## config.mk

```make
export PLATFORM = sky130hd
export DESIGN_NAME = output_rate_select_regs
export DESIGN_NICKNAME = d
export VERILOG_FILES = /design/src/hdl/rate_sel_pkg.sv /design/src/hdl/glitch_free_mux.sv /design/src/hdl/output_rate_select_regs.sv
export SDC_FILE = /design/constraint.sdc
export NUM_CORES = 1
export LEC_CHECK = 0
export BUFFER_PORTS_ARGS = -buffer_cell sky130_fd_sc_hd__buf_2
export CAP_MARGIN = 5
export CORE_ASPECT_RATIO = 0.8
export CORE_UTILIZATION = 35
export DETAILED_ROUTE_END_ITERATION = 16
export PLACE_DENSITY_LB_ADDON = 0.2
export SLEW_MARGIN = 25
export SYNTH_ARGS = -nofsm -noshare
export SYNTH_HDL_FRONTEND = slang
export SYNTH_HIERARCHICAL = 1
export SYNTH_SLANG_ARGS = --single-unit
```

## constraint.sdc

```tcl
create_clock -name clk_i -period 4.9 [get_ports clk_i]
set_input_delay 0.735 -clock clk_i [delete_from_list [all_inputs] [get_ports clk_i]]
set_output_delay 0.735 -clock clk_i [all_outputs]
set_load 0.005 [all_outputs]
```

## src/hdl/rate_sel_pkg.sv

```systemverilog
/*
 * Package for the output rate select registers: offsets, reset values,
 * field positions, selector codes and the bus carrier types.
 * Assumes a 32-bit APB register bus, one aligned word per register.
 */
package rate_sel_pkg;
   // Printed offsets are not multiples of four: they are indices.
   localparam logic [7:0]  OUT3_IDX         = 8'h61;
   localparam logic [7:0]  OUT41_IDX        = 8'h62;
   localparam logic [11:0] OUT3_ADDR        = {2'h0, OUT3_IDX, 2'h0};
   localparam logic [11:0] OUT41_ADDR       = {2'h0, OUT41_IDX, 2'h0};
   localparam logic [7:0]  OUT3_RESET       = 8'h02;
   localparam logic [7:0]  OUT41_RESET      = 8'h84;
   localparam int          SEL_W            = 4;
   localparam int          OUT1_LSB         = 4;
   localparam int          OUT4_LSB         = 0;
   localparam int          OUT3_LSB         = 0;
   localparam int          NUM_SRC          = 16;

   // Source indices on the shared source bus.
   localparam logic [3:0] SRC_OFF      = 4'h0;
   localparam logic [3:0] SRC_2K       = 4'h1;
   localparam logic [3:0] SRC_8K       = 4'h2;
   localparam logic [3:0] SRC_DIG2     = 4'h3;
   localparam logic [3:0] SRC_DIG1     = 4'h4;
   localparam logic [3:0] SRC_P48      = 4'h5;
   localparam logic [3:0] SRC_P16      = 4'h6;
   localparam logic [3:0] SRC_P12      = 4'h7;
   localparam logic [3:0] SRC_P8       = 4'h8;
   localparam logic [3:0] SRC_P6       = 4'h9;
   localparam logic [3:0] SRC_P4       = 4'ha;
   localparam logic [3:0] SRC_P2       = 4'hb;
   localparam logic [3:0] SRC_P1       = 4'hc;
   localparam logic [3:0] SRC_S64      = 4'hd;
   localparam logic [3:0] SRC_S48      = 4'he;
   localparam logic [3:0] SRC_S4       = 4'hf;

   typedef struct packed {
      logic        psel;
      logic        penable;
      logic        pwrite;
      logic [11:0] paddr;
      logic [31:0] pwdata;
   } apb_req_t;

   typedef struct packed {
      logic        pready;
      logic        pslverr;
      logic [31:0] prdata;
   } apb_rsp_t;
endpackage

```

## src/hdl/glitch_free_mux.sv

```systemverilog
/*
 * Glitch-free clock selector for one output pin.
 * Assumes all candidate clocks are sampled levels in the clk_i domain.
 */
`timescale 1ns/1ns
module glitch_free_mux
   import rate_sel_pkg::*;
#(
   parameter int N = 16
) (
   // Clock and reset.
   input  wire logic         clk_i,
   input  wire logic         reset_i,
   // Selection.
   input  wire logic [3:0]   sel_i,
   input  wire logic [N-1:0] src_i,
   // Output.
   output logic              clk_o,
   output logic [3:0]        cur_o
);
   logic [3:0] cur_q;
   logic [3:0] cur_d;
   logic       out_q;
   logic       out_d;

   // The source only changes while both old and new are low, so no
   // shortened high phase reaches the pin; a low phase can still be cut short.
   always_comb begin
      cur_d = cur_q;
      if (sel_i != cur_q && !src_i[cur_q] && !src_i[sel_i]) begin
         cur_d = sel_i;
      end
      out_d = (cur_d == SRC_OFF) ? 1'b0 : src_i[cur_d];
   end

   always_ff @(posedge clk_i or posedge reset_i) begin
      if (reset_i) begin
         cur_q <= 4'h0;
         out_q <= 1'b0;
      end else begin
         cur_q <= cur_d;
         out_q <= out_d;
      end
   end

   assign clk_o = out_q;
   assign cur_o = cur_q;

   AST_SWITCH_LOW: assert property (@(posedge clk_i) disable iff (reset_i)
      (cur_q != $past(cur_q)) |-> !out_q)
      else $error("selector switched while output high");
endmodule

```

## src/hdl/output_rate_select_regs.sv

```systemverilog
/*
 * Output rate select registers and per-pin clock selection.
 * Assumes PLL and rate clocks arrive as asynchronous levels, far below
 * half the 125 MHz bus clock, and an APB master on clk_i.
 */
`timescale 1ns/1ns
module output_rate_select_regs
   import rate_sel_pkg::*;
(
   // Clock and reset.
   input  wire logic     clk_i,
   input  wire logic     reset_i,
   // Register bus.
   input  wire apb_req_t apb_i,
   output apb_rsp_t      apb_o,
   // Source clocks from outside.
   input  wire logic     rate_2k_i,
   input  wire logic     rate_8k_i,
   input  wire logic     prog_rate_one_i,
   input  wire logic     prog_rate_two_i,
   input  wire logic     primary_path_pll_i,
   input  wire logic     secondary_path_pll_i,
   // Output clocks.
   output logic          out1_clk_o,
   output logic          out3_clk_o,
   output logic          out4_clk_o
);
   // ****************************************************************
   // Input synchronisers
   // ****************************************************************
   logic [5:0] raw;
   logic [5:0] s1_q;
   logic [5:0] s2_q;
   assign raw = {secondary_path_pll_i, primary_path_pll_i, prog_rate_two_i,
                 prog_rate_one_i, rate_8k_i, rate_2k_i};
   always_ff @(posedge clk_i or posedge reset_i) begin
      if (reset_i) begin
         s1_q <= 6'h00;
         s2_q <= 6'h00;
      end else begin
         s1_q <= raw;
         s2_q <= s1_q;
      end
   end

   // ****************************************************************
   // Dividers
   // ****************************************************************
   // Dividers count edges of the live PLL levels, so any PLL retune is
   // followed without reprogramming here.
   logic       p_prev_q;
   logic       s_prev_q;
   logic [5:0] p_cnt_q;
   logic [5:0] p_cnt_d;
   logic [5:0] s_cnt_q;
   logic [5:0] s_cnt_d;
   logic       p_rise;
   logic       s_rise;
   logic [15:0] src;
   logic [7:0] p_div_q;
   logic [7:0] p_div_d;
   logic [2:0] s_div_q;
   logic [2:0] s_div_d;
   logic [6:0] p_cnt_next;
   logic [6:0] s_cnt_next;
   logic [5:0] s48_q;
   logic [5:0] s48_d;
   logic [6:0] s48_next;

   assign p_rise = s2_q[4] & ~p_prev_q;
   assign s_rise = s2_q[5] & ~s_prev_q;

   function automatic logic half_wave(input logic [5:0] cnt, input logic [5:0] n);
      half_wave = (cnt < (n >> 1));
   endfunction

   always_comb begin
      p_cnt_next = {1'b0, p_cnt_q} + 7'h01;
      s_cnt_next = {1'b0, s_cnt_q} + 7'h01;
      s48_next = {1'b0, s48_q} + 7'h01;
      p_cnt_d = p_cnt_q;
      s_cnt_d = s_cnt_q;
      s48_d = s48_q;
      if (p_rise) begin
         p_cnt_d = (p_cnt_q == 6'h2f) ? 6'h00 : p_cnt_next[5:0];
      end
      if (s_rise) begin
         s_cnt_d = (s_cnt_q == 6'h3f) ? 6'h00 : s_cnt_next[5:0];
         s48_d = (s48_q == 6'h2f) ? 6'h00 : s48_next[5:0];
      end
      // Each primary ratio divides 48 evenly. The secondary side keeps its
      // own modulo-48 counter, since 48 does not divide 64.
      p_div_d[0] = half_wave(p_cnt_q, 6'h30);
      p_div_d[1] = half_wave(6'(p_cnt_q % 6'h10), 6'h10);
      p_div_d[2] = half_wave(6'(p_cnt_q % 6'h0c), 6'h0c);
      p_div_d[3] = half_wave(6'(p_cnt_q % 6'h08), 6'h08);
      p_div_d[4] = half_wave(6'(p_cnt_q % 6'h06), 6'h06);
      p_div_d[5] = half_wave(6'(p_cnt_q % 6'h04), 6'h04);
      p_div_d[6] = p_cnt_q[0];
      p_div_d[7] = s2_q[4];
      s_div_d[0] = s_cnt_q[5];
      s_div_d[1] = half_wave(s48_q, 6'h30);
      s_div_d[2] = s_cnt_q[1];
   end

   always_ff @(posedge clk_i or posedge reset_i) begin
      if (reset_i) begin
         p_prev_q <= 1'b0;
         s_prev_q <= 1'b0;
         p_cnt_q  <= 6'h00;
         s_cnt_q  <= 6'h00;
         s48_q    <= 6'h00;
         p_div_q  <= 8'h00;
         s_div_q  <= 3'h0;
      end else begin
         p_prev_q <= s2_q[4];
         s_prev_q <= s2_q[5];
         p_cnt_q  <= p_cnt_d;
         s_cnt_q  <= s_cnt_d;
         s48_q    <= s48_d;
         p_div_q  <= p_div_d;
         s_div_q  <= s_div_d;
      end
   end

   // Source order follows the selector codes of the third output.
   assign src = {s_div_q[2], s_div_q[1], s_div_q[0], p_div_q[7], p_div_q[6],
                 p_div_q[5:0], s2_q[2], s2_q[3], s2_q[1], s2_q[0], 1'b0};

   // ****************************************************************
   // Registers
   // ****************************************************************
   logic [7:0] out3_q;
   logic [7:0] out3_d;
   logic [7:0] out41_q;
   logic [7:0] out41_d;
   apb_rsp_t   rsp_q;
   apb_rsp_t   rsp_d;
   logic       wr_en;
   logic       hit3;
   logic       hit41;

   assign hit3  = apb_i.paddr == OUT3_ADDR;
   assign hit41 = apb_i.paddr == OUT41_ADDR;
   assign wr_en = apb_i.psel & apb_i.penable & apb_i.pwrite;

   always_comb begin
      out3_d  = out3_q;
      out41_d = out41_q;
      rsp_d   = '0;
      if (wr_en && hit3) begin
         out3_d = {4'h0, apb_i.pwdata[OUT3_LSB +: SEL_W]};
      end
      if (wr_en && hit41) begin
         out41_d = apb_i.pwdata[7:0];
      end
      if (apb_i.psel && !apb_i.penable) begin
         rsp_d.pslverr = ~(hit3 | hit41);
         if (hit3) begin
            rsp_d.prdata = {24'h0, out3_q};
         end else if (hit41) begin
            rsp_d.prdata = {24'h0, out41_q};
         end
      end else if (apb_i.psel && apb_i.penable) begin
         rsp_d = rsp_q;
      end
   end

   always_ff @(posedge clk_i or posedge reset_i) begin
      if (reset_i) begin
         out3_q  <= OUT3_RESET;
         out41_q <= OUT41_RESET;
         rsp_q   <= '0;
      end else begin
         out3_q  <= out3_d;
         out41_q <= out41_d;
         rsp_q   <= rsp_d;
      end
   end

   // Zero-wait slave: the access phase always completes in one cycle.
   assign apb_o = '{pready:  1'b1,
                    pslverr: rsp_q.pslverr & apb_i.psel & apb_i.penable,
                    prdata:  rsp_q.prdata};

   // ****************************************************************
   // Per-output code mapping
   // ****************************************************************
   logic [3:0] sel1;
   logic [3:0] sel3;
   logic [3:0] sel4;
   logic [3:0] cur3;

   always_comb begin
      sel3 = out3_q[OUT3_LSB +: SEL_W];
      sel4 = out41_q[OUT4_LSB +: SEL_W];
      sel1 = out41_q[OUT1_LSB +: SEL_W];
      case (sel1)
         4'h3:    sel1 = SRC_P2;
         4'h4:    sel1 = SRC_DIG1;
         4'h5:    sel1 = SRC_P1;
         4'hb:    sel1 = SRC_S64;
         4'hc:    sel1 = SRC_S48;
         default: sel1 = out41_q[OUT1_LSB +: SEL_W];
      endcase
   end

   glitch_free_mux #(.N(NUM_SRC)) u_mux1 (
      .clk_i   (clk_i),
      .reset_i (reset_i),
      .sel_i   (sel1),
      .src_i   (src),
      .clk_o   (out1_clk_o),
      .cur_o   ()
   );
   glitch_free_mux #(.N(NUM_SRC)) u_mux3 (
      .clk_i   (clk_i),
      .reset_i (reset_i),
      .sel_i   (sel3),
      .src_i   (src),
      .clk_o   (out3_clk_o),
      .cur_o   (cur3)
   );
   glitch_free_mux #(.N(NUM_SRC)) u_mux4 (
      .clk_i   (clk_i),
      .reset_i (reset_i),
      .sel_i   (sel4),
      .src_i   (src),
      .clk_o   (out4_clk_o),
      .cur_o   ()
   );

   // ****************************************************************
   // Checks
   // ****************************************************************
   AST_OUT3_WRITE: assert property (@(posedge clk_i) disable iff (reset_i)
      (wr_en && hit3) |=> (out3_q[3:0] == $past(apb_i.pwdata[3:0])))
      else $error("out3 write not stored");
   AST_OUT3_UPPER: assert property (@(posedge clk_i) disable iff (reset_i)
      out3_q[7:4] == 4'h0)
      else $error("out3 upper nibble nonzero");
   AST_OUT3_OFF: assert property (@(posedge clk_i) disable iff (reset_i)
      (cur3 == SRC_OFF) |=> !out3_clk_o)
      else $error("out3 driven while off");
   AST_OUT3_P4: assert property (@(posedge clk_i) disable iff (reset_i)
      (cur3 == SRC_P4) |=> (out3_clk_o == $past(p_div_q[5])))
      else $error("out3 not primary div4");
   AST_OUT1_MAP: assert property (@(posedge clk_i) disable iff (reset_i)
      (out41_q[7:4] == 4'h3) |-> (sel1 == SRC_P2))
      else $error("out1 code 3 not primary div2");
   AST_OUT4_MAP: assert property (@(posedge clk_i) disable iff (reset_i)
      (out41_q[3:0] == 4'h3) |-> (sel4 == SRC_DIG2))
      else $error("out4 code 3 not prog_rate_two");
   AST_PCNT_WRAP: assert property (@(posedge clk_i) disable iff (reset_i)
      (p_rise && p_cnt_q == 6'h2f) |=> (p_cnt_q == 6'h00))
      else $error("primary divider wrap wrong");
   AST_PCNT_HOLD: assert property (@(posedge clk_i) disable iff (reset_i)
      !p_rise |=> $stable(p_cnt_q))
      else $error("primary divider moved without edge");
   AST_S48_WRAP: assert property (@(posedge clk_i) disable iff (reset_i)
      (s_rise && s48_q == 6'h2f) |=> (s48_q == 6'h00))
      else $error("secondary div48 counter wrap wrong");
   COV_WRITE3: cover property (@(posedge clk_i) wr_en && hit3);
   COV_READ41: cover property (@(posedge clk_i) apb_i.psel && !apb_i.pwrite && hit41);
   COV_P48: cover property (@(posedge clk_i) cur3 == SRC_P48 && out3_clk_o);
endmodule

```

==> run_results.csv <==
group,metric,value,unit
synth,avgSynthCellArea,10.4,µm²
setup_path,cp_max_fo,8,
floorplanning,initial_core_util,36.5,%
clock_tree,root_buffer,"clkbuf_16",
synth,ys_seq_area_share,36.8,%
setup_path,crit_start,"out41_q[7]",
setup_path,cp_data_arrival_time,3.67,ns
routing,ant_nets,0,
sta,fin_skew,0.00499,ns
cells_and_area,insertedDiodeCount,0,
floorplanning,num_rows,39,
floorplanning,core_area,0.0145,mm²
clock_tree,cts_resized,0,
power_and_ir_drop,ir_drop,0.000202,V
synth,synthTopCellsByArea,"dfrtp_1 35%, mux4_2 9.3%, buf_4 4.7%, mux2_2 4.7%, nand2_1 3.3%",
cells_and_area,fillCellCount,1435,
synth,synth-warning-count,6,
hold_path,hold_path.class,"primary input to asynchronous set/reset pin",
sta,timing.fmax,289,MHz
global_routing,grt_pass1_vias,3839,
clock_tree,holdBufCountCts,0,
outcome,status,"complete, no violations",
clock_tree,post_cts_buffers,0,
synth,yosysTopAreaCell,"dfrtp_1",
setup_path,cp_data_required_time,5.11,ns
sta,fin_crit,3.47,ns
global_routing,globalRouteTotalUtil,16.0,%
routing,viasPerCell,5.44,
global_routing,antenna_found_initial,0,
synth,synth_edf_count,0,
setup_path,crit_type,"register to register",
synth,synthDistinctLibCells,79,
clock_tree,numCtsBuffers,9,
routing,wl_per_cell,16.3,µm
placement,dpl.cell_count,708,
power_and_ir_drop,p_per_area,363,mW/mm²
cells_and_area,layout-drive-gt1-share,24.3,%
sta,finalSetupViolations,0,
synth,netlist_area,0.00531,mm²
power_and_ir_drop,power.total,2.10,mW
global_routing,grt_pass1_wl,19800,µm
sta,rsz0062_at_grt,"false",
clock_tree,htreeDepth,3,
sta,tightest_slew,1.01,ns
clock_tree,cts_buffer_depth,2,
routing,route.vias.total,3937,
sta,slew_headroom,31.0,%
cells_and_area,synthToLayoutAreaGrowth,8.74,%
floorplanning,dieArea,0.0157,mm²
clock_tree,path_clk_slew,0.06,ns
setup_path,endpoint_kind,"register",
sta,setup_tns,0,ns
synth,yosys.area.top_type_share,35.3,%
setup_path,rr_worst_depth,8,
floorplanning,ios,92,
cells_and_area,fin_nets,595,
placement,dp_hpwl,8550,µm
routing,firstDrtPassIters,5,
power_and_ir_drop,p_leak,2.43,nW
cells_and_area,fin_cells,724,
synth,netlist_instances,509,
synth,synth_seq_cells,78,
synth,synthFlopType,"dfrtp_1",
synth,ys_async_sr_fraction,100,%
placement,io_buffers,42,
sta,finalHoldViolations,0,
sta,slew_violations,0,
sta,fin_crit_sh,70.7,%
clock_tree,worst_skew_pair.late_latency,0.34,ns
routing,drc_errors,0,
flow_run,max-cap-violations,0,
setup_path,r2r-start,"out41_q[7]",
routing,drt_iter0_drc,217,
global_routing,grt_max_degree,41,
routing,drt_wl_total,11800,µm
floorplanning,die_h,112,µm
floorplanning,fp.dieW,140,µm
clock_tree,clock-sinks,78,
clock_tree,cts_tree,"done",
setup_path,critPathLaunchType,"register",
placement,gp_congestion,0.849,
global_routing,grt-ovfl-total,0,
==> routing by layer <==
metal	track usage, %	vias up	wire length (µm)
li1	-	1869	-
met1	22.7	1927	5520
met2	24.5	128	5370
met3	3.24	13	786
met4	5.35	0	150
met5	0	-	0
==> through the flow <==
stage | util (%) | area (µm²) | worst slack (ns) | hold WS (ns)
after detailed placement | 37.7 | 5490 | 1.48 | 0.338
after CTS | 39.7 | 5780 | 1.45 | 0.316
after global routing | 39.7 | 5780 | 1.23 | 0.336
final | 39.7 | 5780 | 1.43 | 0.318
after global placement | 37.7 | 5490 | 1.52 | 0.336
after floorplan | - | 5420 | 1.86 | 0.331
==> synthesized netlist by cell type, drive strengths merged (6+ instances only) <==
master	n
and2	9
a31oi	11
a21oi	15
xor2	6
mux4	22
a22o	7
nor2	22
nand2b	9
dfrtp	75
nor4	6
o21ai	20
a22oi	6
xnor2	15
buf	49
mux2	22
clkbuf	9
nand4	8
nand3	11
nand2	46
nor2b	14
nor3	10
inv	27
==> path summary, 6_finish.rpt <==
path,end,slack (ns)
setup / recovery,u_mux1/clk_o,1.43
hold / removal,u_mux1/cur_o[0],0.32
setup reg to reg,u_mux1/clk_o,1.43
hold reg to reg,s2_q[3],0.35
max in group asynchronous,out41_q[7],3.40
min in group clk_i,s2_q[3],0.35
==> state kept, by name, indices dropped and copies added, names as in the netlist, 3 cells and up <==
name and count:
s_div_q 3, p_div_q 8, s1_q 6, u_mux1/cur_o 4, s_cnt_q 6, out41_q 8, apb_o 8, out3_q 4
u_mux4/cur_o 4, p_cnt_q 6, u_mux3/cur_o 4, s48_q 6, s2_q 6
==> cell usage in the layout (no fill, tap or decap), drive strengths merged, types with 4 or more instances in the layout <==
cell type | Yosys | routed
nor2b | 14 | 14
conb | 2 | 31
a22oi | 6 | 6
o31ai | 5 | 5
mux2i | 5 | 5
nor2 | 22 | 22
and2 | 9 | 9
a2111oi | 4 | 4
buf | 49 | 44
or2 | 5 | 5
o21ai | 20 | 20
a21boi | 4 | 4
a21oi | 15 | 15
nand3 | 11 | 11
ha | 5 | 5
inv | 27 | 28
nor3 | 10 | 10
mux4 | 22 | 22
nor4 | 6 | 6
clkbuf | 9 | 12
dfrtp | 75 | 75
a211oi | 4 | 4
xor2 | 6 | 6
a31oi | 11 | 11
nand2 | 46 | 46
a22o | 7 | 7
nand2b | 9 | 9
mux2 | 22 | 22
nand4 | 8 | 8
xnor2 | 15 | 15
==> cells by family (layout without fill, tap and decap cells) <==
logic type	Yosys count	after routing	share of synthesized area, %
flops	78	78	36.8
fa+ha+maj	5	5	1.18
other cells	2	31	0.141
xor+xnor	21	21	3.46
buf+inv	85	87	9.21
mux	49	49	14.9
compound gates	114	114	17.5
simple gates	155	155	16.8
==> report_power, final <==
group | switching (mW) | internal, mW | total, mW
logic | 0.238 | 0.262 | 0.500
registers | 0.208 | 0.744 | 0.952
clock network | 0.271 | 0.373 | 0.643
total | 0.717 | 1.38 | 2.10
==> final cells by class <==
type	count	area, µm²	share of cell area, %
flip-flops and latches	78	1960	33.9
clock buffers	12	256	4.44
multi-input cells	375	2980	51.5
well taps	184	230	3.99
inverters	27	101	1.75
repair buffers	44	225	3.90
clock inverters	4	30.0	0.520
==> worst max-delay path, stage by stage, from the launching register on <==
cell and delay, ns:
dfstp_2 0.57, o31a_1 0.44, mux4_2 0.57, a22o_1 0.25, or2_4 0.29, nor3_2 0.39, mux2_2 0.38, a211oi_1 0.33
a211oi_2 0.11
(Power assumes the default switching activity.)
